`src/shared/tis_consts.svh`:
```
`ifndef TIS_CONSTS_SVH
`define TIS_CONSTS_SVH

// ----------------------------------------
// Timing
// ----------------------------------------
`define TIS_CLK_PERIOD_NS 4
`define TIS_RESET_HOLD_NS 1000
`define TIS_RESET_HOLD_CYC ((`TIS_RESET_HOLD_NS + `TIS_CLK_PERIOD_NS - 1) / `TIS_CLK_PERIOD_NS)
`define TIS_RELEASE_WAIT_NS 1000
`define TIS_RELEASE_WAIT_CYC \
    ((`TIS_RELEASE_WAIT_NS + `TIS_CLK_PERIOD_NS - 1) / `TIS_CLK_PERIOD_NS)

// ----------------------------------------
// Parameter values written to the sensor
// ----------------------------------------
`define TIS_VAL_ON 16'h0001
`define TIS_VAL_OFF 16'h0000
`define TIS_VAL_INIT01 16'h000A
`define TIS_VAL_INIT2 16'h0001
`define TIS_VAL_UPD_MASTER 16'h0002
`define TIS_VAL_UPD_SLAVE 16'h0000

// ----------------------------------------
// Timing table
// ----------------------------------------
`define TIS_TBL_DEPTH 8
`define TIS_TBL_IDX_W 3

`endif

```
`src/shared/tis_pkg.sv`:
```
package tis_pkg;

    // Logical parameter selectors; the transport passes them to the sensor unchanged
    typedef enum logic [7:0] {
        TIS_P_TIMING_GEN_ENABLE = 8'h01,
        TIS_P_STANDBY = 8'h02,
        TIS_P_INIT_0 = 8'h03,
        TIS_P_INIT_1 = 8'h04,
        TIS_P_INIT_2 = 8'h05,
        TIS_P_UPDATE_SELECT = 8'h06,
        TIS_P_AUTO_POWERDOWN_ENABLE = 8'h07,
        TIS_P_AMBIENT_GATE_ENABLE = 8'h08,
        TIS_P_ILLUM_DRIVER_ENABLE = 8'h09,
        TIS_P_ILLUM_DRIVER_CURRENT = 8'h0A
    } tis_param_t;

    typedef enum logic [4:0] {
        TIS_S_IDLE = 5'h00,
        TIS_S_RST_HOLD = 5'h01,
        TIS_S_RST_WAIT = 5'h03,
        TIS_S_TG_ON = 5'h02,
        TIS_S_STBY_OFF = 5'h06,
        TIS_S_TG_OFF = 5'h07,
        TIS_S_INIT0 = 5'h05,
        TIS_S_INIT1 = 5'h04,
        TIS_S_INIT2 = 5'h0C,
        TIS_S_UPD_SEL = 5'h0D,
        TIS_S_AUTO_PDN = 5'h0F,
        TIS_S_AMB_GATE = 5'h0E,
        TIS_S_TIMING = 5'h0A,
        TIS_S_DRV_EN = 5'h0B,
        TIS_S_DRV_CUR = 5'h09,
        TIS_S_TG_FINAL = 5'h08,
        TIS_S_DONE = 5'h18
    } tis_state_t;

    typedef enum logic [1:0] {
        TIS_W_IDLE = 2'b00,
        TIS_W_REQ = 2'b01,
        TIS_W_REL = 2'b11
    } tis_wstate_t;

    typedef struct packed {
        logic [7:0] id;
        logic [15:0] val;
    } tis_tbl_entry_t;

    typedef struct packed {
        tis_state_t state;
        logic [15:0] cnt;
        logic [2:0] tidx;
        logic issued;
        logic sensor_reset_n;
        logic busy;
        logic done;
        tis_tbl_entry_t [7:0] tbl;
    } tis_seq_regs_t;

    typedef struct packed {
        tis_wstate_t state;
        logic done_meta;
        logic done_sync;
        logic req;
        logic [7:0] param;
        logic [15:0] data;
        logic ack;
    } tis_port_regs_t;

endpackage

```
`src/shared/tis_wr_if.sv`:
```
`timescale 1ns/1ps

interface tis_wr_if;
    logic start;
    logic [7:0] param;
    logic [15:0] data;
    logic ack;
    logic idle;

    modport seq (
        output start,
        output param,
        output data,
        input ack,
        input idle
    );

    modport port (
        input start,
        input param,
        input data,
        output ack,
        output idle
    );
endinterface

```
`src/core/tis_write_port.sv`:
```
`timescale 1ns/1ps
`include "tis_consts.svh"

module tis_write_port (
    // Clock and reset
    input wire logic sys_clk_i,
    input wire logic reset_i,
    // Sequencer side
    tis_wr_if.port wr,
    // Sensor parameter transport
    output logic wr_req_o,
    output logic [7:0] wr_param_o,
    output logic [15:0] wr_data_o,
    input wire logic wr_done_i
);
    tis_pkg::tis_port_regs_t r_reg;
    tis_pkg::tis_port_regs_t r_next;

    // ----------------------------------------
    // Four-phase handshake toward the sensor
    // ----------------------------------------
    always_comb begin
        r_next = r_reg;
        r_next.done_meta = wr_done_i;
        r_next.done_sync = r_reg.done_meta;
        r_next.ack = 1'b0;
        case (r_reg.state)
            tis_pkg::TIS_W_IDLE: begin
                // Wait for previous done to fall before a new request
                if (wr.start && !r_reg.done_sync) begin
                    r_next.req = 1'b1;
                    r_next.param = wr.param;
                    r_next.data = wr.data;
                    r_next.state = tis_pkg::TIS_W_REQ;
                end
            end
            tis_pkg::TIS_W_REQ: begin
                if (r_reg.done_sync) begin
                    r_next.req = 1'b0;
                    r_next.state = tis_pkg::TIS_W_REL;
                end
            end
            tis_pkg::TIS_W_REL: begin
                // Only complete once the sensor drops done
                if (!r_reg.done_sync) begin
                    r_next.ack = 1'b1;
                    r_next.state = tis_pkg::TIS_W_IDLE;
                end
            end
            default: begin
                r_next.state = tis_pkg::TIS_W_IDLE;
                r_next.req = 1'b0;
            end
        endcase
    end

    always_ff @(posedge sys_clk_i) begin
        if (reset_i) begin
            r_reg <= '0;
        end else begin
            r_reg <= r_next;
        end
    end

    assign wr.ack = r_reg.ack;
    assign wr.idle = (r_reg.state == tis_pkg::TIS_W_IDLE) && !r_reg.done_sync;
    assign wr_req_o = r_reg.req;
    assign wr_param_o = r_reg.param;
    assign wr_data_o = r_reg.data;
endmodule

```
`src/core/tis_init_ctrl.sv`:
```
`timescale 1ns/1ps
`include "tis_consts.svh"

// Summary of operation
// - Host holds sensor reset pin low before any configuration write.
// - First write sets timing generator enable; final write sets it again.
// - Next, standby is cleared to zero.
// - Then timing generator enable is written zero.
// - Both first and second init parameters get 0Ah.
// - Third init parameter gets 01h.
// - Update select is 02h as sync master, 00h as slave.
// - Optionally write auto power-down enable as one.
// - Optionally write ambient gate enable as one under strong light.
// - Timing parameters go after init writes, before the final enable.
// - With illumination driver used, enable it and write its current.
module tis_init_ctrl (
    // Clock and reset
    input wire logic sys_clk_i,
    input wire logic reset_i,
    // User control
    input wire logic start_i,
    input wire logic sync_master_i,
    input wire logic auto_powerdown_i,
    input wire logic ambient_gate_i,
    input wire logic illum_use_i,
    input wire logic [15:0] illum_current_i,
    // Timing table load
    input wire logic tbl_wr_i,
    input wire logic [2:0] tbl_idx_i,
    input wire logic [7:0] tbl_id_i,
    input wire logic [15:0] tbl_val_i,
    input wire logic [3:0] tbl_count_i,
    // User status
    output logic busy_o,
    output logic done_o,
    output logic [4:0] step_o,
    // Sensor pins
    output logic sensor_reset_n_o,
    output logic wr_req_o,
    output logic [7:0] wr_param_o,
    output logic [15:0] wr_data_o,
    input wire logic wr_done_i
);
    localparam logic [15:0] HOLD_CYC = 16'(`TIS_RESET_HOLD_CYC);
    localparam logic [15:0] WAIT_CYC = 16'(`TIS_RELEASE_WAIT_CYC);

    tis_pkg::tis_seq_regs_t r_reg;
    tis_pkg::tis_seq_regs_t r_next;
    tis_wr_if wr ();

    logic [7:0] w_param;
    logic [15:0] w_data;
    logic w_is_write;
    logic tbl_empty;
    logic tbl_last;
    tis_pkg::tis_tbl_entry_t cur_entry;

    assign tbl_empty = (tbl_count_i == 4'h0);
    // Counts above the table depth stop at the last entry instead of looping
    assign tbl_last = (r_reg.tidx == 3'h7) || ({1'b0, r_reg.tidx} + 4'h1 >= tbl_count_i);
    assign cur_entry = r_reg.tbl[r_reg.tidx];

    // ----------------------------------------
    // Parameter and value of each write step
    // ----------------------------------------
    always_comb begin
        w_is_write = 1'b1;
        w_param = 8'h00;
        w_data = `TIS_VAL_OFF;
        case (r_reg.state)
            tis_pkg::TIS_S_TG_ON: begin
                w_param = tis_pkg::TIS_P_TIMING_GEN_ENABLE;
                w_data = `TIS_VAL_ON;
            end
            tis_pkg::TIS_S_STBY_OFF: begin
                w_param = tis_pkg::TIS_P_STANDBY;
                w_data = `TIS_VAL_OFF;
            end
            tis_pkg::TIS_S_TG_OFF: begin
                w_param = tis_pkg::TIS_P_TIMING_GEN_ENABLE;
                w_data = `TIS_VAL_OFF;
            end
            tis_pkg::TIS_S_INIT0: begin
                w_param = tis_pkg::TIS_P_INIT_0;
                w_data = `TIS_VAL_INIT01;
            end
            tis_pkg::TIS_S_INIT1: begin
                w_param = tis_pkg::TIS_P_INIT_1;
                w_data = `TIS_VAL_INIT01;
            end
            tis_pkg::TIS_S_INIT2: begin
                w_param = tis_pkg::TIS_P_INIT_2;
                w_data = `TIS_VAL_INIT2;
            end
            tis_pkg::TIS_S_UPD_SEL: begin
                w_param = tis_pkg::TIS_P_UPDATE_SELECT;
                w_data = sync_master_i ? `TIS_VAL_UPD_MASTER : `TIS_VAL_UPD_SLAVE;
            end
            tis_pkg::TIS_S_AUTO_PDN: begin
                // Sensor then parks idle subsystems itself
                w_param = tis_pkg::TIS_P_AUTO_POWERDOWN_ENABLE;
                w_data = `TIS_VAL_ON;
            end
            tis_pkg::TIS_S_AMB_GATE: begin
                w_param = tis_pkg::TIS_P_AMBIENT_GATE_ENABLE;
                w_data = `TIS_VAL_ON;
            end
            tis_pkg::TIS_S_TIMING: begin
                w_param = cur_entry.id;
                w_data = cur_entry.val;
            end
            tis_pkg::TIS_S_DRV_EN: begin
                w_param = tis_pkg::TIS_P_ILLUM_DRIVER_ENABLE;
                w_data = `TIS_VAL_ON;
            end
            tis_pkg::TIS_S_DRV_CUR: begin
                w_param = tis_pkg::TIS_P_ILLUM_DRIVER_CURRENT;
                w_data = illum_current_i;
            end
            tis_pkg::TIS_S_TG_FINAL: begin
                w_param = tis_pkg::TIS_P_TIMING_GEN_ENABLE;
                w_data = `TIS_VAL_ON;
            end
            default: begin
                w_is_write = 1'b0;
            end
        endcase
    end

    // ----------------------------------------
    // Sequencer
    // ----------------------------------------
    always_comb begin
        r_next = r_reg;
        // Table is frozen while a sequence runs
        if (tbl_wr_i && !r_reg.busy) begin
            r_next.tbl[tbl_idx_i].id = tbl_id_i;
            r_next.tbl[tbl_idx_i].val = tbl_val_i;
        end
        r_next.done = 1'b0;
        if (w_is_write && !r_reg.issued && wr.idle) begin
            r_next.issued = 1'b1;
        end
        case (r_reg.state)
            tis_pkg::TIS_S_IDLE: begin
                if (start_i) begin
                    r_next.busy = 1'b1;
                    r_next.sensor_reset_n = 1'b0;
                    r_next.cnt = HOLD_CYC;
                    r_next.state = tis_pkg::TIS_S_RST_HOLD;
                end
            end
            tis_pkg::TIS_S_RST_HOLD: begin
                if (r_reg.cnt <= 16'h0001) begin
                    r_next.sensor_reset_n = 1'b1;
                    r_next.cnt = WAIT_CYC;
                    r_next.state = tis_pkg::TIS_S_RST_WAIT;
                end else begin
                    r_next.cnt = r_reg.cnt - 16'h0001;
                end
            end
            tis_pkg::TIS_S_RST_WAIT: begin
                // Sensor settles into standby before the first write
                if (r_reg.cnt <= 16'h0001) begin
                    r_next.state = tis_pkg::TIS_S_TG_ON;
                end else begin
                    r_next.cnt = r_reg.cnt - 16'h0001;
                end
            end
            tis_pkg::TIS_S_DONE: begin
                r_next.busy = 1'b0;
                r_next.done = 1'b1;
                r_next.state = tis_pkg::TIS_S_IDLE;
            end
            default: begin
                if (r_reg.issued && wr.ack) begin
                    r_next.issued = 1'b0;
                    case (r_reg.state)
                        tis_pkg::TIS_S_TG_ON: r_next.state = tis_pkg::TIS_S_STBY_OFF;
                        tis_pkg::TIS_S_STBY_OFF: r_next.state = tis_pkg::TIS_S_TG_OFF;
                        tis_pkg::TIS_S_TG_OFF: r_next.state = tis_pkg::TIS_S_INIT0;
                        tis_pkg::TIS_S_INIT0: r_next.state = tis_pkg::TIS_S_INIT1;
                        tis_pkg::TIS_S_INIT1: r_next.state = tis_pkg::TIS_S_INIT2;
                        tis_pkg::TIS_S_INIT2: r_next.state = tis_pkg::TIS_S_UPD_SEL;
                        tis_pkg::TIS_S_UPD_SEL: begin
                            r_next.state = auto_powerdown_i ? tis_pkg::TIS_S_AUTO_PDN :
                                ambient_gate_i ? tis_pkg::TIS_S_AMB_GATE :
                                !tbl_empty ? tis_pkg::TIS_S_TIMING :
                                illum_use_i ? tis_pkg::TIS_S_DRV_EN : tis_pkg::TIS_S_TG_FINAL;
                        end
                        tis_pkg::TIS_S_AUTO_PDN: begin
                            r_next.state = ambient_gate_i ? tis_pkg::TIS_S_AMB_GATE :
                                !tbl_empty ? tis_pkg::TIS_S_TIMING :
                                illum_use_i ? tis_pkg::TIS_S_DRV_EN : tis_pkg::TIS_S_TG_FINAL;
                        end
                        tis_pkg::TIS_S_AMB_GATE: begin
                            r_next.state = !tbl_empty ? tis_pkg::TIS_S_TIMING :
                                illum_use_i ? tis_pkg::TIS_S_DRV_EN : tis_pkg::TIS_S_TG_FINAL;
                        end
                        tis_pkg::TIS_S_TIMING: begin
                            if (tbl_last) begin
                                r_next.tidx = 3'h0;
                                r_next.state = illum_use_i ? tis_pkg::TIS_S_DRV_EN :
                                    tis_pkg::TIS_S_TG_FINAL;
                            end else begin
                                r_next.tidx = r_reg.tidx + 3'h1;
                            end
                        end
                        tis_pkg::TIS_S_DRV_EN: r_next.state = tis_pkg::TIS_S_DRV_CUR;
                        tis_pkg::TIS_S_DRV_CUR: r_next.state = tis_pkg::TIS_S_TG_FINAL;
                        default: r_next.state = tis_pkg::TIS_S_DONE;
                    endcase
                end
            end
        endcase
    end

    always_ff @(posedge sys_clk_i) begin
        if (reset_i) begin
            r_reg <= '0;
        end else begin
            r_reg <= r_next;
        end
    end

    // Start pulses for exactly the cycle the port accepts
    assign wr.start = w_is_write && !r_reg.issued && wr.idle;
    assign wr.param = w_param;
    assign wr.data = w_data;

    tis_write_port u_port (
        .sys_clk_i(sys_clk_i),
        .reset_i(reset_i),
        .wr(wr),
        .wr_req_o(wr_req_o),
        .wr_param_o(wr_param_o),
        .wr_data_o(wr_data_o),
        .wr_done_i(wr_done_i)
    );

    assign busy_o = r_reg.busy;
    assign done_o = r_reg.done;
    assign step_o = r_reg.state;
    // Low through host reset: sensor stays held until a sequence runs
    assign sensor_reset_n_o = r_reg.sensor_reset_n;
endmodule

```
`config.mk`:
```
export PLATFORM = sky130hd
export DESIGN_NAME = tis_init_ctrl
export DESIGN_NICKNAME = d
export VERILOG_FILES = /design/src/shared/tis_pkg.sv /design/src/shared/tis_wr_if.sv /design/src/core/tis_write_port.sv /design/src/core/tis_init_ctrl.sv
export VERILOG_INCLUDE_DIRS = /design/src /design/src/shared
export SDC_FILE = /design/constraint.sdc
export NUM_CORES = 1
export LEC_CHECK = 0
export BUFFER_PORTS_ARGS = -buffer_cell sky130_fd_sc_hd__buf_2
export CORE_MARGIN = 2
export CORE_UTILIZATION = 48
export DETAILED_ROUTE_END_ITERATION = 8
export GPL_ROUTABILITY_DRIVEN = 0
export PLACE_DENSITY = 0.69
export SLEW_MARGIN = 20
export SYNTH_ARGS = -nofsm -noshare
export SYNTH_HDL_FRONTEND = slang
export SYNTH_SLANG_ARGS = --single-unit
```
`constraint.sdc`:
```
create_clock -name sys_clk_i -period 2.9 [get_ports sys_clk_i]
set_input_delay 0.58 -clock sys_clk_i [delete_from_list [all_inputs] [get_ports sys_clk_i]]
set_output_delay 0.58 -clock sys_clk_i [all_outputs]
set_load 0.005 [all_outputs]
```
# ---- Yosys cells after proc, flatten, opt, wreduce, memory -nomap -nowiden
# Cells that the tools add are included.
dict set report word_totals {
  mem_bits_rw 0
  mem_bits_ro 0
  register_bits 250
  in_bits 56
  wordCells 142
  mem_count 0
  latch_bits 0
  out_inout_bits 33
}
dict set report op_classes {
  bitwise_logic 2
  reduce_logical 32
  div_mod_pow 0
  mul 0
  muxes 43
  order_cmp 5
  n_addsub 3
  n_eq_ne 27
  n_shift 0
}
# op n
set op_table {}
lappend op_table {{$bwmux 192} 2}
lappend op_table {{$demux 24 s3} 2}
lappend op_table {{$pmux 8 s11} 1}
lappend op_table {{$pmux 16 s5} 1}
lappend op_table {{$bmux 24 s3} 1}
lappend op_table {{$pmux 5 s12} 1}
lappend op_table {{$mux 16} 3}
lappend op_table {{$mux 24} 2}
lappend op_table {{$pmux 16 s3} 1}
lappend op_table {{$eq 5x4->1 const B} 8}
lappend op_table {{$mux 5} 7}
lappend op_table {{$mux 25} 1}
lappend op_table {{$mux 21} 1}
lappend op_table {{$eq 5x3->1 const B} 4}
lappend op_table {{$pmux 5 s4} 1}
lappend op_table {{$le 16x1->1 const B} 1}
lappend op_table {{$sub 16x1->16 const B} 1}
lappend op_table {{$reduce_and 3->1} 5}
lappend op_table {{$reduce_or 13->1} 1}
lappend op_table {{$mux 2} 6}
lappend op_table {{$eq 5x2->1 const B} 2}
lappend op_table {{$ne 2x2->1 const B} 5}
lappend op_table {{$lt 3x4->1 const B} 2}
lappend op_table {{$mux 1} 8}
lappend op_table {{other kinds (31)} 45}

# ---- Longest topological paths before layout
dict set report depth {
  ltp_word 8
  ltp_mapped 9
  depth_no_buf 7
}

# ---- Hierarchy
# From an unflattened synthesis, not the netlist that was laid out.
dict set report hier_totals {
  hier_cells 1421
  area_unflattened_um2 11637.4
}
# mod instances area_each_um2 cells_each seq_area_each_um2
set modules_own_cells {}
lappend modules_own_cells {tis_init_ctrl 1 10380.0 1271 4404.2}
lappend modules_own_cells {tis_write_port 1 1257.5 150 600.6}

# ---- Least setup slack after synthesis
# No wires, ideal clock.
dict set report synth_timing {
  path_kind {register to register}
  startpoint {register r_reg[196] (netlist bit)}
  endpoint {register r_reg (netlist bit step_o[0])}
  path_slack_ns -0.161
  t_required_ns 2.781
  period_less_slack_ns 3.061
  arrival_time_ns 2.943
  path_stages_with_launch 10
  setup_ns 0.119
  n_path_buf 3
  path_cell_list {dfxtp_1 > clkbuf_1 > clkbuf_1 > clkbuf_1 > and3_1 > ha_1 > o21a_1 > a2111oi_2 > nor3_1 > o221a_2}
}
dict set report synth_between {
  elab_chain_cells 5
  word_cells_on_any_way 6
  cone_classes {1 x add/sub; 1 x order compare; 2 x eq/ne; 2 x reduce/logical}
}
# element line
set synth_rtl {}
lappend synth_rtl {{start, declared} tis_init_ctrl.sv:47} ;# tis_pkg::tis_seq_regs_t r_reg;
lappend synth_rtl {{start signal, assigned} tis_init_ctrl.sv:222} ;# r_reg <= r_next;
lappend synth_rtl {{$add 3x1->4} tis_init_ctrl.sv:60} ;# assign tbl_last = (r_reg.tidx == 3'h7) || ({1'b0, r_reg.tidx} + 4'h1 >= tbl_count_i);
lappend synth_rtl {{$ge 4x4->1} tis_init_ctrl.sv:60}
lappend synth_rtl {{$logic_or 1x1->1 (*)} tis_init_ctrl.sv:60}
lappend synth_rtl {{$ne 6x2->1 (no source line) (*)} -}
lappend synth_rtl {{$reduce_and 5->1 (no source line) (*)} -}
# Every way passes the cells marked *; elsewhere a longest branch is shown, timed or not.
# A chain may end at the register's enable or synchronous reset.

# ---- Worst setup path in the final report
# Same ends and word-level chain as after synthesis.

==> impl_metrics.json <==
{
  "setup_violations": 0,
  "hold_path_end": "u_port.r_next[26]$_SDFF_PP0_",
  "tns_ns": 0,
  "yosysSeqAreaShare": 0.4395,
  "leakage_nw": 4.313,
  "grt_usage": 0.2430,
  "startpoint_type": "flop",
  "clk_latency_ns": 0.53,
  "post_drt_wl_per_cell_microns": 18.14,
  "start_util": 0.4866,
  "drt_iter0_drc": 1000,
  "cellPowerDensity_nw_per_um2": 726.0,
  "grt_pass1_wl_microns": 48090,
  "slew_viol_final": 0,
  "maxCapViolCount": 0,
  "outcome": "finished, final reports clean",
  "clkTransAtPathRegs_ns": 0.06,
  "cts.sinks": 250,
  "rows": 56,
  "required_ns": 3.32,
  "netlist_top_cells_area": "dfxtp_1 44%, nand2_1 13%, a21oi_1 11%",
  "ff2ff_path_depth": 7,
  "drt-total-wl_microns": 30990,
  "fin_crit_sh": 0.8777,
  "synthCells": 1375,
  "die_w_microns": 158.0,
  "drive_gt1_frac": 0.1694,
  "yosys.area_share.adder": 0.008790,
  "reg2reg_from": "r_reg[196]$_SDFFE_PP0P_",
  "ant_nets": 0,
  "peakVddDrop_mv": 0.5214,
  "r2r-end": "step_o[0]$_SDFFE_PP0P_",
  "rsz0062_at_grt": "false",
  "cts_made_buffers": 25,
  "synth_top_family_by_area": "simple AND/OR/NAND/NOR gates",
  "combPwrFrac": 0.221,
  "die_h_microns": 158.0,
  "hold_buffers": 0,
  "synth_fp_nets": 1439,
  "antenna_found_initial": 2,
  "clockBufferDepth": 3,
  "synth.largest_area_cell": "dfxtp_1",
  "synth_cell_types": 64,
  "synth_warnings": 0,
  "p_sw_mw": 2.839,
  "ys_async_sr_fraction": 0,
  "drc_errors": 0,
  "coreArea_sq_um": 23400,
  "yosys-top-cells-count": "406 x nand2_1, 250 x dfxtp_1, 242 x a21oi_1",
  "synth_ff_type": "dfxtp_1",
  "endpoint_kind": "flop",
  "grt_overflow": 0,
  "yosysMostFrequentCell": "nand2_1",
  "slew_headroom": 0.2758,
  "htree_levels": 1,
  "reg2reg_slack_ns": 0.35,
  "max_freq_mhz": 392.9,
  "area_delta_synth_final_pct": 11.22,
  "tightest_slew_ns": 1.086,
  "synth_compound_area_frac": 0.1648,
  "min_path_type": "in -> reg",
  "grt_pass1_vias": 8901,
  "firstDrtPassIters": 5,
  "io_buffers": 88,
  "ys_ff_latch": 250,
  "criticalPathCategory": "reg -> reg",
  "hold_violations": 0,
  "pwr-share-clk": 0.344,
  "synth_edf_count": 0,
  "dp.final_hpwl_microns": 18480,
  "synth_top_area_share": 0.4395,
  "synth_simple_gate_area_frac": 0.2000,
  "die-area_sq_um": 24970,
  "cts_tree": "done",
  "fin_crit_ns": 2.545,
  "vias": 9739,
  "nNetsFinal": 1435,
  "grt_max_degree": 217,
  "synthMuxAreaShare": 0.1173,
  "synthesis.area_per_instance_sq_um": 8.282,
  "largest_reg_flops": 212,
  "worstHoldStart": "wr_done_i",
  "syn_area_sq_um": 11390,
  "pwr-share-seq": 0.435,
  "cp.arrival_ns": 2.97,
  "p_int_mw": 6.355,
  "hold_depth": 2,
  "cts_root_buf": "clkbuf_16",
  "worst_hold_slack_ns": 0.3043,
  "cp_max_fo": 52,
  "viasPerCell": 5.702,
  "synthXorXnorAreaFrac": 0.003846,
  "num_io_pins": 89,
  "switching_share": 0.3088,
  "finClkSkew_ns": 0.006449,
  "cts_resized": 0,
  "cts_setup_buffers": 0
}
power groups by stage:
stage                     registers [mW]  clock network, mW  logic [mW]
after CTS                           3.99               3.21        2.01
after global placement              4.06                  0        1.97
after detailed placement            4.06                  0        2.00
final                               4.00               3.17        2.03
after global routing                4.03               3.33        2.25
after floorplan                     3.97                  0        1.60
through the flow:
step | util | power [mW] | cells | cell area (sq um) | worst slack, ns
final | 0.5412 | 9.194 | 1708 | 12660 | 0.3547
after global routing | 0.5410 | 9.612 | 1706 | 12660 | 0.1649
after CTS | 0.5410 | 9.211 | 1706 | 12660 | 0.3155
after detailed placement | 0.5070 | 6.060 | 1663 | 11870 | 0.3200
after global placement | 0.5070 | 6.020 | 1663 | 11870 | 0.3873
after floorplan | - | 5.571 | 1375 | 11400 | 0.1315
layout make-up:
cell class	instances	area, sq um
well taps	319	399.1
repair buffers	119	716.9
fillers	2184	10740
inverters	13	48.80
diodes	2	5.005
clock inverters	6	73.82
clock buffers	37	720.7
multi-input cells	962	5692
flip-flops and latches	250	5009
routing by layer:
metal | share of wire | wire length, microns | track usage
met1 | 0.44 | 13790 | 0.3381
met2 | 0.46 | 14230 | 0.3911
met3 | 0.079 | 2454 | 0.04763
met4 | 0.017 | 512 | 0.05792
met5 | 0 | 0 | 0
worst max path at each step:
stage / startpoint / to / slack, ns / depth (start not counted)
floorplan: r_reg[196]$_SDFFE_PP0P_ / step_o[0]$_SDFFE_PP0P_ / 0.13 / 9
global placement: r_reg[196]$_SDFFE_PP0P_ / step_o[0]$_SDFFE_PP0P_ / 0.39 / 7
detailed placement: r_reg[196]$_SDFFE_PP0P_ / step_o[0]$_SDFFE_PP0P_ / 0.32 / 7
CTS: r_reg[196]$_SDFFE_PP0P_ / step_o[0]$_SDFFE_PP0P_ / 0.32 / 7
global route: r_reg[196]$_SDFFE_PP0P_ / step_o[0]$_SDFFE_PP0P_ / 0.16 / 7
finish: r_reg[196]$_SDFFE_PP0P_ / step_o[0]$_SDFFE_PP0P_ / 0.35 / 7
kinds of logic after synthesis:
family / Yosys count
compound gates: 334
flops: 250
simple gates: 542
xor+xnor: 5
fa+ha+maj: 8
mux: 73
buf+inv: 163
critical path, cell delays in order, from the launching register on:
cell	delay [ns]
dfxtp_2	0.36
buf_12	0.32
ha_1	0.30
nand2b_1	0.14
a211o_1	0.33
a2111oi_4	0.53
nor3_1	0.16
o221a_2	0.30
cell usage in the layout, fill, tap and decap left out, types with 6 or more instances in the layout:
cell type | Yosys | layout
nor3_1 | 16 | 13
clkbuf_1 | 92 | 7
buf_2 | 0 | 87
nand3_1 | 8 | 8
ha_1 | 8 | 8
nand2_1 | 406 | 406
inv_1 | 13 | 13
mux2i_1 | 21 | 21
o21ai_0 | 30 | 30
nor2b_1 | 9 | 9
nor2_1 | 48 | 46
dfxtp_1 | 250 | 247
clkbuf_16 | 0 | 25
a211oi_1 | 7 | 6
or3_1 | 7 | 7
or2_2 | 6 | 6
buf_4 | 29 | 28
or4_1 | 7 | 7
nand2b_1 | 9 | 9
a21oi_1 | 242 | 242
mux4_2 | 48 | 48
a31oi_1 | 7 | 7
No activity file was read; power rests on OpenSTA's default activity.
